[src/verilog/msf_pkg.sv]
package msf_pkg;
    // frequencies are held in 0.01 Hz units, times in 0.01 s units
    localparam logic [15:0] FREQ_UNSET       = 16'hFFFF;
    localparam logic [15:0] FREQ_MAX         = 16'd40000;
    localparam logic [15:0] FREQ_FINE_LIMIT  = 16'd10000;
    localparam logic [15:0] FREQ_COARSE_STEP = 16'd10;
    localparam logic [15:0] NORMAL_UPPER_MAX = 16'd12000;
    localparam logic [15:0] VECTOR_BASE_FREQ = 16'd6000;

    // timing
    localparam int          CLK_FREQ_HZ       = 25_000_000;
    localparam int          RAMP_TIME_UNIT_US = 10_000;
    localparam int          RAMP_UNIT_CYCLES  = CLK_FREQ_HZ / 1_000_000 * RAMP_TIME_UNIT_US;
    localparam int          ZERO_RAMP_TIME_US = 40_000;
    localparam logic [15:0] ZERO_RAMP_UNITS   = 16'(ZERO_RAMP_TIME_US / RAMP_TIME_UNIT_US);

    // parameter selector codes
    localparam logic [4:0] SEL_SPEED_LAST   = 5'h0E;
    localparam logic [4:0] SEL_UPPER        = 5'h0F;
    localparam logic [4:0] SEL_LOWER        = 5'h10;
    localparam logic [4:0] SEL_HIGH_UPPER   = 5'h11;
    localparam logic [4:0] SEL_START_FREQ   = 5'h12;
    localparam logic [4:0] SEL_ACCEL        = 5'h13;
    localparam logic [4:0] SEL_DECEL        = 5'h14;
    localparam logic [4:0] SEL_RAMP_REF     = 5'h15;
    localparam logic [4:0] SEL_BASE_FREQ    = 5'h16;
    localparam logic [4:0] SEL_RAMP_SHAPE   = 5'h17;
    localparam logic [4:0] SEL_VECTOR       = 5'h18;
    localparam logic [4:0] SEL_BOOST        = 5'h19;
    localparam logic [4:0] SEL_WRITE_PROT   = 5'h1A;
    localparam logic [4:0] SEL_CARRIER      = 5'h1B;
    localparam logic [4:0] SEL_METER_CAL    = 5'h1C;

    // reset values
    localparam logic [15:0] RST_SPEED_ONE   = 16'd6000;
    localparam logic [15:0] RST_SPEED_TWO   = 16'd3000;
    localparam logic [15:0] RST_SPEED_THREE = 16'd1000;
    localparam logic [15:0] RST_UPPER       = 16'd12000;
    localparam logic [15:0] RST_LOWER       = 16'd0;
    localparam logic [15:0] RST_START_FREQ  = 16'd50;
    localparam logic [15:0] RST_RAMP_TIME   = 16'd500;
    localparam logic [15:0] RST_RAMP_REF    = 16'd6000;
    localparam logic [15:0] RST_BASE_FREQ   = 16'd6000;
    localparam logic [15:0] RST_BOOST       = 16'd6;
    localparam logic [15:0] RST_CARRIER     = 16'd1;
    localparam logic [1:0]  WP_NO_WRITE     = 2'h1;

    typedef enum logic [1:0] {
        ST_STOPPED = 2'b01,
        ST_RUNNING = 2'b10
    } msf_state_t;
endpackage

[src/verilog/msf_ramp.sv]
`timescale 1ns/1ps
`default_nettype none
module msf_ramp
    import msf_pkg::*;
(
    // clock and reset
    input  wire logic        clk,
    input  wire logic        reset,
    // ramp settings
    input  wire logic [15:0] targetFreq,
    input  wire logic [15:0] rampRef,
    input  wire logic [15:0] accelTime,
    input  wire logic [15:0] decelTime,
    // output frequency
    output logic [15:0]      outFreq
);
    logic [39:0] acc;

    // zero ramp time stands for ZERO_RAMP_UNITS, a 0.04 s ramp
    wire logic [15:0] accEff  = (accelTime == 16'h0000) ? ZERO_RAMP_UNITS : accelTime;
    wire logic [15:0] decEff  = (decelTime == 16'h0000) ? ZERO_RAMP_UNITS : decelTime;
    wire logic        goUp    = outFreq < targetFreq;
    wire logic        goDown  = outFreq > targetFreq;
    // cycles for the reference span, one frequency unit per overflow
    wire logic [39:0] span    = 40'(goUp ? accEff : decEff) * 40'(RAMP_UNIT_CYCLES);
    wire logic [39:0] inc     = 40'((rampRef == 16'h0000) ? 16'h0001 : rampRef);
    wire logic [39:0] sum     = acc + inc;
    wire logic        stepNow = sum >= span;

    // linear stepping towards the target
    always_ff @(posedge clk) begin
        if (reset) begin
            acc     <= 40'h0;
            outFreq <= 16'h0000;
        end else if (!goUp && !goDown) begin
            acc <= 40'h0;
        end else if (stepNow) begin
            acc     <= sum - span;
            outFreq <= goUp ? outFreq + 16'h0001 : outFreq - 16'h0001;
        end else begin
            acc <= sum;
        end
    end

    a_step_size: assert property (@(posedge clk) disable iff (reset)
        (outFreq - $past(outFreq) <= 16'h0001) || ($past(outFreq) - outFreq <= 16'h0001))
        else $error("output frequency jumped more than one unit");
    a_no_overshoot: assert property (@(posedge clk) disable iff (reset)
        ($past(outFreq) < $past(targetFreq)) |-> (outFreq <= $past(targetFreq)))
        else $error("ramp passed its target");
    a_hold_target: assert property (@(posedge clk) disable iff (reset)
        (outFreq == targetFreq && $stable(targetFreq)) |=> $stable(outFreq))
        else $error("output moved while at target");
endmodule
`default_nettype wire

[src/verilog/msf_speed_decode.sv]
`timescale 1ns/1ps
`default_nettype none
module msf_speed_decode
    import msf_pkg::*;
(
    // contact select inputs
    input  wire logic        selLow,
    input  wire logic        selMid,
    input  wire logic        selHigh,
    input  wire logic        selExtra,
    // preset table, entry 0 is speed one
    input  wire logic [15:0] speedTable [15],
    // resolved selection
    output logic             hasPreset,
    output logic [15:0]      presetFreq
);
    // combination code of the three base inputs, 0 when none closed
    function automatic logic [3:0] comboIndex(input logic l, input logic m, input logic h);
        if (l & m & h)       comboIndex = 4'h7;
        else if (m & h)      comboIndex = 4'h6;
        else if (l & h)      comboIndex = 4'h5;
        else if (l & m)      comboIndex = 4'h4;
        else if (l)          comboIndex = 4'h3;
        else if (m)          comboIndex = 4'h2;
        else if (h)          comboIndex = 4'h1;
        else                 comboIndex = 4'h0;
    endfunction

    wire logic [3:0] baseIdx  = comboIndex(selLow, selMid, selHigh);
    // lower-speed input wins when a combination speed is unset
    wire logic [3:0] lowPick  = selLow ? 4'h3 : (selMid ? 4'h2 : (selHigh ? 4'h1 : 4'h0));
    wire logic       baseSet  = (baseIdx != 4'h0) && (speedTable[baseIdx - 4'h1] != FREQ_UNSET);
    wire logic [3:0] baseRes  = baseSet ? baseIdx : lowPick;
    wire logic [3:0] extIdx   = 4'h8 + baseIdx;
    wire logic       extSet   = speedTable[extIdx - 4'h1] != FREQ_UNSET;
    // extra input: speed eight alone drops out, nine..fifteen fall back
    wire logic [3:0] finalIdx = !selExtra ? baseRes : (extSet ? extIdx : baseRes);

    assign hasPreset  = finalIdx != 4'h0;
    assign presetFreq = hasPreset ? speedTable[finalIdx - 4'h1] : 16'h0000;
endmodule
`default_nettype wire

[src/verilog/msf_top.sv]
`timescale 1ns/1ps
`default_nettype none

// What this block does
// high input alone gives speed one, mid speed two, low speed three.
// two or three base inputs give speeds four to seven unless unset.
// extra input alone gives speed eight unless that setting is unset.
// extra plus others gives nine..fifteen, unset falls back to one..seven.
// several inputs with unset combination: lower-speed input's setting wins.
// preset selection beats the analog frequency setting.
// presets work in keypad mode and in terminal mode alike.
// settings step 0.01 Hz below 100 Hz, 0.1 Hz from there up.
// presets take 0 to 400 Hz and may change while running.
// configurer must map the four select functions onto terminals.
// command is clamped between lower and upper limits.
// high-range upper limit sets limits above 120 Hz and replaces upper.
// start alone with lower limit at or above start frequency runs there.
// accel 0 Hz to reference in accel time, decel likewise down.
// zero ramp time counts as 0.04 seconds.
// first S-shaped pattern ramps against base frequency instead.
// vector control forces 60 Hz base and ignores manual boost.
// stop-validated settings written while running wait for stop.
// protect, carrier and meter writes only in keypad mode.
// vector control disregards manual torque boost.
// output moves linearly, step from reference over ramp time.
module msf_top
    import msf_pkg::*;
(
    // clock and reset
    input  wire logic        clk,
    input  wire logic        reset,

    // contact inputs, mapped by the input allocation
    input  wire logic        selLow,
    input  wire logic        selMid,
    input  wire logic        selHigh,
    input  wire logic        selExtra,
    input  wire logic        startCmd,

    // operation mode and analog command
    input  wire logic        keypadMode,
    input  wire logic        analogValid,
    input  wire logic [15:0] analogFreq,

    // setting write port
    input  wire logic        paramWrite,
    input  wire logic [4:0]  paramSelect,
    input  wire logic [15:0] paramData,

    // results
    output logic [15:0]      outFreq,
    output logic [15:0]      targetFreq,
    output logic [15:0]      baseFreqEff,
    output logic [15:0]      boostEff,
    output logic [15:0]      upperLimit,
    output logic             running,
    output logic             writeRejected,
    output logic             changePending
);

    // stored settings
    logic [15:0] speedTable [15];
    logic [15:0] lowerLimit;
    logic [15:0] startFreq;
    logic [15:0] accelTime;
    logic [15:0] decelTime;
    logic [15:0] rampRef;
    logic [15:0] baseFreq;
    logic [15:0] boost;
    logic [15:0] carrier;
    logic [15:0] meterCal;
    logic [1:0]  writeProt;

    // settings in force, pending copies
    logic        shapeS;
    logic        vectorOn;
    logic        pendShape;
    logic        pendVector;
    logic        pendShapeVal;
    logic        pendVectorVal;
    msf_state_t  state;
    msf_state_t  next_state;

    // coarser step at and above 100 Hz
    function automatic logic [15:0] quantize(input logic [15:0] v);
        if (v != FREQ_UNSET && v >= FREQ_FINE_LIMIT)
            quantize = v - (v % FREQ_COARSE_STEP);
        else
            quantize = v;
    endfunction

    // write classification
    wire logic        isSpeed   = paramSelect <= SEL_SPEED_LAST;
    wire logic        isFreq    = isSpeed
                                  || (paramSelect >= SEL_UPPER && paramSelect <= SEL_START_FREQ)
                                  || paramSelect == SEL_RAMP_REF || paramSelect == SEL_BASE_FREQ;
    wire logic        unsetOk   = isSpeed && paramSelect > 5'h02;
    wire logic        keypadOnly = paramSelect == SEL_WRITE_PROT || paramSelect == SEL_CARRIER
                                  || paramSelect == SEL_METER_CAL;
    wire logic        modeBad   = keypadOnly && !keypadMode;
    wire logic        rangeBad  = isFreq && paramData > FREQ_MAX
                                  && !(unsetOk && paramData == FREQ_UNSET);
    wire logic        upperBad  = paramSelect == SEL_UPPER && paramData > NORMAL_UPPER_MAX;
    wire logic        protBad   = writeProt == WP_NO_WRITE && paramSelect != SEL_WRITE_PROT;
    wire logic        reject    = modeBad || rangeBad || upperBad || protBad;
    wire logic        accept    = paramWrite && !reject;
    wire logic [15:0] wData     = isFreq ? quantize(paramData) : paramData;
    wire logic        isStopped = state == ST_STOPPED;

    // preset speeds, written at any time, also during running
    always_ff @(posedge clk) begin
        if (reset) begin
            for (int i = 0; i < 15; i++) begin
                speedTable[i] <= FREQ_UNSET;
            end
            speedTable[0] <= RST_SPEED_ONE;
            speedTable[1] <= RST_SPEED_TWO;
            speedTable[2] <= RST_SPEED_THREE;
        end else if (accept && isSpeed) begin
            speedTable[paramSelect[3:0]] <= wData;
        end
    end

    // limits and ramp settings
    always_ff @(posedge clk) begin
        if (reset) begin
            upperLimit <= RST_UPPER;
            lowerLimit <= RST_LOWER;
            startFreq  <= RST_START_FREQ;
            accelTime  <= RST_RAMP_TIME;
            decelTime  <= RST_RAMP_TIME;
            rampRef    <= RST_RAMP_REF;
            baseFreq   <= RST_BASE_FREQ;
            boost      <= RST_BOOST;
        end else if (accept) begin
            if (paramSelect == SEL_UPPER || paramSelect == SEL_HIGH_UPPER) begin
                upperLimit <= wData;
            end
            if (paramSelect == SEL_LOWER)      lowerLimit <= wData;
            if (paramSelect == SEL_START_FREQ) startFreq  <= wData;
            if (paramSelect == SEL_ACCEL)      accelTime  <= wData;
            if (paramSelect == SEL_DECEL)      decelTime  <= wData;
            if (paramSelect == SEL_RAMP_REF)   rampRef    <= wData;
            if (paramSelect == SEL_BASE_FREQ)  baseFreq   <= wData;
            if (paramSelect == SEL_BOOST)      boost      <= wData;
        end
    end

    // keypad-only settings
    always_ff @(posedge clk) begin
        if (reset) begin
            writeProt <= 2'h0;
            carrier   <= RST_CARRIER;
            meterCal  <= 16'h0000;
        end else if (accept) begin
            if (paramSelect == SEL_WRITE_PROT) writeProt <= wData[1:0];
            if (paramSelect == SEL_CARRIER)    carrier   <= wData;
            if (paramSelect == SEL_METER_CAL)  meterCal  <= wData;
        end
    end

    // stop-validated settings wait while the drive runs
    always_ff @(posedge clk) begin
        if (reset) begin
            shapeS        <= 1'b0;
            vectorOn      <= 1'b0;
            pendShape     <= 1'b0;
            pendVector    <= 1'b0;
            pendShapeVal  <= 1'b0;
            pendVectorVal <= 1'b0;
        end else begin
            if (accept && paramSelect == SEL_RAMP_SHAPE) begin
                pendShape    <= 1'b1;
                pendShapeVal <= wData[0];
            end else if (pendShape && isStopped) begin
                pendShape <= 1'b0;
                shapeS    <= pendShapeVal;
            end
            if (accept && paramSelect == SEL_VECTOR) begin
                pendVector    <= 1'b1;
                pendVectorVal <= wData[0];
            end else if (pendVector && isStopped) begin
                pendVector <= 1'b0;
                vectorOn   <= pendVectorVal;
            end
        end
    end

    // write answer
    always_ff @(posedge clk) begin
        if (reset) begin
            writeRejected <= 1'b0;
        end else begin
            writeRejected <= paramWrite && reject;
        end
    end

    // preset decode from the terminals, the same in either mode
    logic        hasPreset;
    logic [15:0] presetFreq;
    msf_speed_decode u_decode (
        .selLow     (selLow),
        .selMid     (selMid),
        .selHigh    (selHigh),
        .selExtra   (selExtra),
        .speedTable (speedTable),
        .hasPreset  (hasPreset),
        .presetFreq (presetFreq)
    );

    // command selection and limit clamp
    wire logic [15:0] cmdFreq = hasPreset ? presetFreq : analogFreq;
    wire logic        noCmd   = !hasPreset && !analogValid;
    wire logic [15:0] clamped = cmdFreq > upperLimit ? upperLimit :
                                (cmdFreq < lowerLimit ? lowerLimit : cmdFreq);
    wire logic [15:0] idleCmd = lowerLimit >= startFreq ? lowerLimit : 16'h0000;
    wire logic [15:0] next_target = !startCmd ? 16'h0000 : (noCmd ? idleCmd : clamped);

    // vector control overrides
    wire logic [15:0] next_base  = vectorOn ? VECTOR_BASE_FREQ : baseFreq;
    wire logic [15:0] next_boost = vectorOn ? 16'h0000 : boost;
    wire logic [15:0] rampSpan   = shapeS ? baseFreqEff : rampRef;

    // drive state
    always_comb begin
        next_state = state;
        case (state)
            ST_STOPPED: if (startCmd) next_state = ST_RUNNING;
            ST_RUNNING: if (!startCmd && outFreq == 16'h0000) next_state = ST_STOPPED;
            default:    next_state = ST_STOPPED;
        endcase
    end

    // registered command outputs
    always_ff @(posedge clk) begin
        if (reset) begin
            state       <= ST_STOPPED;
            targetFreq  <= 16'h0000;
            baseFreqEff <= RST_BASE_FREQ;
            boostEff    <= RST_BOOST;
        end else begin
            state       <= next_state;
            targetFreq  <= next_target;
            baseFreqEff <= next_base;
            boostEff    <= next_boost;
        end
    end

    assign running       = state == ST_RUNNING;
    assign changePending = pendShape || pendVector;

    msf_ramp u_ramp (
        .clk        (clk),
        .reset      (reset),
        .targetFreq (targetFreq),
        .rampRef    (rampSpan),
        .accelTime  (accelTime),
        .decelTime  (decelTime),
        .outFreq    (outFreq)
    );

    // command and setting checks
    a_clamp_upper: assert property (@(posedge clk) disable iff (reset)
        (startCmd && !noCmd) |=> (targetFreq <= $past(upperLimit)))
        else $error("target above upper limit");

    a_clamp_lower: assert property (@(posedge clk) disable iff (reset)
        (startCmd && !noCmd) |=> (targetFreq >= $past(lowerLimit)))
        else $error("target below lower limit");

    a_keypad_only: assert property (@(posedge clk) disable iff (reset)
        (paramWrite && keypadOnly && !keypadMode) |=> (writeRejected && $stable(carrier)
        && $stable(meterCal) && $stable(writeProt)))
        else $error("keypad-only setting written outside keypad mode");

    a_vector_base: assert property (@(posedge clk) disable iff (reset)
        vectorOn |=> (baseFreqEff == VECTOR_BASE_FREQ && boostEff == 16'h0000))
        else $error("vector mode did not override base or boost");

    a_stop_apply: assert property (@(posedge clk) disable iff (reset)
        (running && $past(running)) |-> ($stable(vectorOn) && $stable(shapeS)))
        else $error("stop-validated setting changed while running");

    a_high_only: assert property (@(posedge clk) disable iff (reset)
        (startCmd && selHigh && !selMid && !selLow && !selExtra) |=>
        (targetFreq == ($past(speedTable[0]) > $past(upperLimit) ? $past(upperLimit) :
        ($past(speedTable[0]) < $past(lowerLimit) ? $past(lowerLimit) : $past(speedTable[0])))))
        else $error("high input alone did not select speed one");

    a_start_lower: assert property (@(posedge clk) disable iff (reset)
        (startCmd && noCmd && lowerLimit >= startFreq) |=> (targetFreq == $past(lowerLimit)))
        else $error("start alone did not run at the lower limit");

    a_high_upper: assert property (@(posedge clk) disable iff (reset)
        (paramWrite && !reject && paramSelect == SEL_HIGH_UPPER) |=> (upperLimit == $past(wData)))
        else $error("high-range upper limit did not replace upper limit");

    a_refuse_keeps: assert property (@(posedge clk) disable iff (reset)
        (paramWrite && reject) |=> ($stable(upperLimit) && $stable(lowerLimit)))
        else $error("refused write changed a limit");
endmodule
`default_nettype wire
[config.mk]
export PLATFORM = sky130hd
export DESIGN_NAME = msf_top
export DESIGN_NICKNAME = d
export VERILOG_FILES = /design/src/verilog/msf_pkg.sv /design/src/verilog/msf_ramp.sv /design/src/verilog/msf_speed_decode.sv /design/src/verilog/msf_top.sv
export SDC_FILE = /design/constraint.sdc
export NUM_CORES = 2
export LEC_CHECK = 0
export ABC_AREA = 1
export BUFFER_PORTS_ARGS = -buffer_cell sky130_fd_sc_hd__buf_2
export CAP_MARGIN = 20
export CORE_ASPECT_RATIO = 0.8
export CORE_MARGIN = 3
export CORE_UTILIZATION = 30
export CTS_BUF_LIST = sky130_fd_sc_hd__clkbuf_4 sky130_fd_sc_hd__clkbuf_8
export CTS_CLUSTER_DIAMETER = 100
export DETAILED_ROUTE_END_ITERATION = 10
export SLEW_MARGIN = 20
export SYNTH_ARGS = -nofsm -noshare
export SYNTH_HDL_FRONTEND = slang
export SYNTH_SLANG_ARGS = --single-unit
[constraint.sdc]
create_clock -name clk -period 16.28 [get_ports clk]
set_input_delay 4.07 -clock clk [delete_from_list [all_inputs] [get_ports clk]]
set_output_delay 4.07 -clock clk [all_outputs]
set_load 0.01 [all_outputs]
Yosys cells after proc, flatten, opt, wreduce, memory -nomap -nowiden
Index checks and enable logic that the tools add are counted.
{"block": "word_totals", "regBits": 483, "rom_bits": 0, "out_inout_bits": 83, "word_cells": 210, "latch_bits": 0, "memories": 0, "ram_bits": 0, "input_bits": 47}
{"block": "classes", "n_addsub": 9, "n_reduce_logical": 63, "bitwise": 12, "muxes": 44, "n_eq_ne": 24, "multipliers": 1, "div": 1, "shift": 0, "order_cmp": 18}
{"operator": "two-way mux 16 bit", "n": 20}
{"operator": "bitwise mux 240 bit", "n": 1}
{"operator": "binary-select mux 16 bit (select 4 bit)", "n": 3}
{"operator": "equality test 5 bit, second input constant", "n": 13}
{"operator": "demux 16 bit (select 4 bit)", "n": 1}
{"operator": "zero test 16 bit", "n": 4}
{"operator": "inequality test 16 bit, second input constant", "n": 3}
{"operator": "adder 40 bit", "n": 1}
{"operator": "greater-or-equal comparator 40 bit", "n": 1}
{"operator": "multiplier 40 x 14 -> 36 bit, second input constant", "n": 1}
{"operator": "two-way mux 40 bit", "n": 1}
{"operator": "subtractor 40 bit", "n": 1}
{"operator": "two-way mux 4 bit", "n": 9}
{"operator": "> comparator 16 bit", "n": 2}
{"operator": "< comparator 16 bit", "n": 2}
{"operator": "AND reduction 2 bit", "n": 13}
{"operator": "logical AND 1 bit", "n": 21}
{"operator": "greater-or-equal comparator 5 bit, second input constant", "n": 4}
{"operator": "inverter 4 -> 5 bit", "n": 4}
{"operator": "adder 16 x 1 -> 16 bit, second input constant", "n": 1}
{"operator": "equality test 16 bit, second input constant", "n": 1}
{"operator": "greater-or-equal comparator 16 x 14 -> 1 bit, second input constant", "n": 1}
{"operator": "greater-or-equal comparator 16 bit", "n": 1}
{"operator": "> comparator 16 x 14 -> 1 bit, second input constant", "n": 1}
{"operator": "28 further kinds", "n": 62}

Logic depth before layout (Yosys ltp)
{"block": "depth", "ltp_word": 27, "mapped_depth": 81, "ltp_nobuf": 80}

By module
A second synthesis with hierarchy kept.
{"block": "unflattened", "cells_unflattened": 5096, "hier_area_um2": 34046.4}
{"module": "msf_top", "area_each_um2": 18057.3, "seq_area_each_um2": 8548.2, "cells_per_inst": 2332, "instances": 1}
{"module": "msf_ramp", "area_each_um2": 11212.0, "seq_area_each_um2": 1121.1, "cells_per_inst": 1697, "instances": 1}
{"module": "msf_speed_decode", "area_each_um2": 4777.1, "seq_area_each_um2": 0.0, "cells_per_inst": 1067, "instances": 1}

Worst setup path before layout
Ideal clock, no wire load.
{"block": "synth_timing", "kind": "input port to flip-flop", "startpoint": "input port selLow", "endpoint": "register targetFreq[8]", "path_slack_ns": 5.484, "setup_time_ns": 0.070, "cell_stages": 44, "arrival_time_ns": 10.726, "t_required_ns": 16.210, "path_buffers": 9, "cell_sequence": "ha_1 nand2_2 nand3_4 buf_2 buf_2 nor2_1 ha_1 clkbuf_1 clkbuf_1 o21ai_1 nor4_2 mux2i_1 or3_1 o21ai_2 nand2_1 nand2_1 nand2_2 inv_2 [8 not listed] nand3_1 nand3_1 nand2_1 ha_1 inv_1 nor2_1 nor2_1 o21a_1 o221ai_1 nand2_1 o2111ai_1 nand2_1 inv_1 clkbuf_1 nand2_1 nand2_1 nand2_1 a21oi_1"}
{"block": "synth_via", "elab_chain_cells": 25, "elab_cells_between_ends": 40, "cone_classes": "add/sub: 4; order compare: 2; eq/ne: 2; mux: 21; bitwise: 6; reduce/logical: 5"}
{"item": "start: declaration", "line": "msf_top.sv:34", "text": "input wire logic selLow,"}
{"item": "parallel branches: the longest is 14 deep, another holds adder 4 bit"}
{"item": "two-way mux 4 bit *", "line": "msf_speed_decode.sv:37", "text": "wire logic [3:0] finalIdx = !selExtra ? baseRes : (extSet ? extIdx : baseRes);"}
{"item": "subtractor 4 x 1 -> 4 bit", "line": "msf_speed_decode.sv:40", "text": "assign presetFreq = hasPreset ? speedTable[finalIdx - 4'h1] : 16'h0000;"}
{"item": "inverter 4 -> 5 bit (not written as such)", "line": "msf_speed_decode.sv:40"}
{"item": "binary-select mux 16 bit (select 4 bit)", "line": "msf_speed_decode.sv:40"}
{"item": "two-way mux 16 bit (not written as such) (2 in a row)", "line": "msf_speed_decode.sv:40"}
{"item": "two-way mux 16 bit", "line": "msf_top.sv:212", "text": "wire logic [15:0] cmdFreq = hasPreset ? presetFreq : analogFreq;"}
{"item": "< comparator 16 bit", "line": "msf_top.sv:215", "text": "(cmdFreq < lowerLimit ? lowerLimit : cmdFreq);"}
{"item": "two-way mux 16 bit", "line": "msf_top.sv:215"}
{"item": "two-way mux 16 bit", "line": "msf_top.sv:214", "text": "wire logic [15:0] clamped = cmdFreq > upperLimit ? upperLimit :"}
{"item": "two-way mux 16 bit *", "line": "msf_top.sv:217", "text": "wire logic [15:0] next_target = !startCmd ? 16'h0000 : (noCmd ? idleCmd : clamped);"}
{"item": "end signal: assignment", "line": "msf_top.sv:243", "text": "targetFreq <= next_target;"}
{"item": "end: declaration", "line": "msf_top.sv:52", "text": "output logic [15:0] targetFreq,"}
Mark *: on every way between the ends. The select of a mux whose other input is x is not followed.
A chain may end at the register's enable or synchronous reset.

Worst setup path after layout
{"block": "layout_timing", "startpoint": "input port selMid", "endpoint": "register targetFreq[15]"}
{"block": "layout_via", "elab_chain_cells": 26, "elab_cells_between_ends": 41, "cone_classes": "add/sub: 4; order compare: 2; eq/ne: 2; mux: 22; bitwise: 6; reduce/logical: 5"}
{"item": "start: declaration", "line": "msf_top.sv:35", "text": "input wire logic selMid,"}
{"item": "parallel branches: the longest is 15 deep, another holds adder 4 bit"}
{"item": "two-way mux 4 bit *", "line": "msf_speed_decode.sv:37"}
{"item": "subtractor 4 x 1 -> 4 bit", "line": "msf_speed_decode.sv:40"}
{"item": "inverter 4 -> 5 bit (not written as such)", "line": "msf_speed_decode.sv:40"}
{"item": "binary-select mux 16 bit (select 4 bit)", "line": "msf_speed_decode.sv:40"}
{"item": "two-way mux 16 bit (not written as such) (2 in a row)", "line": "msf_speed_decode.sv:40"}
{"item": "two-way mux 16 bit", "line": "msf_top.sv:212"}
{"item": "< comparator 16 bit", "line": "msf_top.sv:215"}
{"item": "two-way mux 16 bit", "line": "msf_top.sv:215"}
{"item": "two-way mux 16 bit", "line": "msf_top.sv:214"}
{"item": "two-way mux 16 bit *", "line": "msf_top.sv:217"}
Marks and branches as above.

==> results.json <==
{
  "timing.critical_path.to_type": "flop",
  "setup_violations": 0,
  "initial_utilization_pct": 30.57,
  "cts_buffer_depth": 3,
  "io_pins": 130,
  "clock_tree_from_tritoncts": "built",
  "grt_pass1_wl_um": 162700,
  "grt_max_degree": 192,
  "synth_cells": 4486,
  "path_class": "input pin to flop",
  "finalWirelength_um": 106300,
  "critical-path-top-cell-by-count": "nand2_1",
  "cts_num_sinks": 483,
  "max-slew-margin-rel_pct": 25.30,
  "synth_seq_cells": 483,
  "startpoint_type": "input pin",
  "grt_antenna_before_repair": 18,
  "die_height_um": 296.5,
  "globalRoute.busiestLayer": "met2",
  "worst_r2r_setup_slack_ns": 4.85,
  "cts_setup_buffers": 0,
  "std_cell_rows": 105,
  "grt_remaining_overflow": 0,
  "port-buffer-count": 129,
  "finalCritPeriodShare_pct": 81.35,
  "worst_slew_pin_slew_ns": 1.114,
  "drt_iter0_drc": 2759,
  "synth_sequential_area_ratio_pct": 30.55,
  "hold-path-endpoint": "boostEff[7]",
  "globalplace.congestion": 0.9216,
  "syn-cell-area_sq_um": 31650,
  "crit_fanout": 51,
  "ant_nets": 0,
  "drt-vias-per-instance": 5.138,
  "async_flop_share_pct": 0,
  "worst_path_max_delay_cell": "inv_2",
  "max_cap_violations": 0,
  "timing.hold.worst_path_depth": 2,
  "finalWorstPathRequiredPeriod_ns": 13.24,
  "fin_tns_setup_ns": 0,
  "timing.critical_path.arrival_ns": 13.79,
  "yosysWarnings": 0,
  "r2r-start": "targetFreq[9]",
  "die-area_sq_um": 109500,
  "dp.final_hpwl_um": 73830,
  "grtUsageTotal_pct": 18.75,
  "synth_enable_flop_cells": 0,
  "grt_pass1_vias": 27900,
  "crit_required_ns": 16.83,
  "final-max-slew-violation-count": 0,
  "post_drt_wl_per_cell_um": 17.74,
  "avgSynthCellArea_sq_um": 7.055,
  "clk_root_buffer_cell": "clkbuf_8",
  "drc": 0,
  "groute.layer.met1.usage_pct": 26.20,
  "cts_repair_resizes": 0,
  "hold_path.class": "flop to flop",
  "drt-pass1-iter-count": 6,
  "globalRouteMet2Util_pct": 28.78,
  "max_stage_delay_ns": 0.68,
  "final_nets": 4886,
  "final_hold_viol_count": 0,
  "synth_cell_type_count": 60,
  "chipWidth_um": 369.2,
  "design.core.area_sq_um": 103500,
  "unrepaired_setup_endpoints_after_global_routing": "false",
  "clkTransAtPathRegs_ns": 0.06,
  "h-tree-depth": 3,
  "hold_buffers": 0,
  "synth_ff_type": "dfxtp_1",
  "r2r-end": "u_ramp.acc[4]",
  "hp-start": "boost[7]",
  "numCtsBuffers": 89,
  "clock_latency_ns": 0.72,
  "area_growth_syn_to_layout_pct": 12.76,
  "clock.fmax_ghz": 0.07551,
  "overall_via_count_from_detail_route": 30790,
  "post_route_cells_drive_above_1_share_pct": 9.813,
  "r2r_cells": 53,
  "gr-usage-met3_pct": 3.861,
  "outcome": "finished clean",
  "timing.clock.skew_ns": 0.03634
}
stage by stage:
stage	utilization [%]	std cells	worst slack [ns]	hold WS [ns]	instance area, sq um
after floorplan	-	4496	5.484	0.3971	31690
after global placement	32.44	5824	2.779	0.4074	33580
after detailed placement	32.44	5824	2.644	0.4104	33580
after CTS	34.45	5987	3.330	0.4174	35670
after global routing	34.47	5991	2.331	0.4331	35680
final	34.47	5993	3.037	0.4172	35690
worst max-delay path, delay by kind of cell:
family | cells | cell delay (ns)
multiplexers | 1 | 0.14
adder cells (fa/ha/maj) | 3 | 1.02
AND/OR/NAND/NOR | 12 | 2.83
AO/OA/AOI/OAI | 11 | 2.22
buffers and inverters | 8 | 3.41
state kept, by name (all words and copies together) (netlist names), 2 cells and up:
name	flops
speedTable	240
u_ramp.acc	40
accelTime	16
baseFreqEff	16
baseFreq	16
boostEff	16
boost	16
decelTime	16
lowerLimit	16
rampRef	16
startFreq	16
targetFreq	16
u_ramp.outFreq	16
upperLimit	16
state	2
writeProt	2
synthesized netlist by cell type (3+ instances only):
| cell | count | area share (%) |
|---|---|---|
| nand3_1 | 310 | 4.9 |
| o21a_1 | 9 | 0.21 |
| buf_2 | 28 | 0.44 |
| buf_4 | 8 | 0.19 |
| nor2_1 | 238 | 2.8 |
| nand2_2 | 30 | 0.59 |
| o22ai_1 | 15 | 0.30 |
| nor4_1 | 24 | 0.47 |
| o311ai_1 | 5 | 0.14 |
| buf_1 | 13 | 0.15 |
| buf_6 | 5 | 0.18 |
| o31ai_1 | 7 | 0.17 |
| inv_1 | 416 | 4.9 |
| xor2_1 | 71 | 2.0 |
| mux2i_1 | 4 | 0.13 |
| nor3_1 | 23 | 0.36 |
| o21ai_0 | 439 | 6.9 |
| or2_2 | 8 | 0.16 |
| inv_2 | 15 | 0.18 |
| clkinv_1 | 11 | 0.13 |
| a21oi_1 | 497 | 7.9 |
| clkbuf_1 | 196 | 2.3 |
| ha_1 | 256 | 10 |
| fa_1 | 59 | 3.7 |
| a21o_1 | 4 | 0.095 |
| nand2_4 | 7 | 0.25 |
| nand3_2 | 13 | 0.41 |
| o32ai_1 | 8 | 0.22 |
| a32o_1 | 43 | 1.4 |
| dfxtp_1 | 483 | 31 |
| nand4_1 | 28 | 0.55 |
| a211oi_1 | 14 | 0.33 |
| o21bai_1 | 27 | 0.64 |
| a311oi_1 | 3 | 0.083 |
| o21ai_1 | 15 | 0.24 |
| xnor2_1 | 47 | 1.3 |
| a31oi_1 | 12 | 0.24 |
| o21ai_2 | 3 | 0.083 |
| o211ai_1 | 71 | 1.7 |
| nand2_1 | 995 | 12 |
area by class of cell:
class | instances | area, sq um
fill | 11150 | 67840
multi-input combinational | 3321 | 19400
sequential | 483 | 9669
clock buffer | 140 | 1764
tap | 1391 | 1740
inverter | 442 | 1667
timing repair buffer | 187 | 1109
clock inverter | 23 | 326.6
antenna | 6 | 15.01
per-layer routing:
layer  part of all wire [%]  up-vias
met5                  0.071        -
met4                    3.2       14
met3                    7.4      204
met2                     43     1000
met1                     47    14390
li1                       -    15190
worst max path at each step:
stage            from              to  slack [ns]
4_1_cts        selLow  targetFreq[15]        3.33
2_1_floorplan  selLow   targetFreq[8]        5.48
5_1_grt        selLow   targetFreq[5]        2.33
3_5_place_dp   selLow   targetFreq[0]        2.64
3_3_place_gp   selLow   targetFreq[8]        2.78
6_report       selMid  targetFreq[15]        3.04
kinds of logic after synthesis:
group / count (synthesis) / synth area share [%]
AND/OR/NAND/NOR: 1684 / 22.58
multiplexers: 4 / 0.1265
buffers and inverters: 692 / 8.531
other: 1 / 0.01185
AO/OA/AOI/OAI: 1189 / 21.09
adder cells (fa/ha/maj): 315 / 13.85
XOR/XNOR: 118 / 3.265
flip-flops: 483 / 30.55
layout by cell type (no fill, tap or decap), types with 43 or more instances in the layout:
cell and n:
nand2_1 994, a21oi_1 497, dfxtp_1 483, o21ai_0 435, inv_1 413, nand3_1 310, ha_1 255, nor2_1 237
buf_2 128, clkbuf_8 114, o211ai_1 71, xor2_1 69, fa_1 59, buf_4 57, xnor2_1 47, a32o_1 43
Power is not shown: default switching activity piles up to over one toggle a cycle in this logic, so the estimate is an artifact.
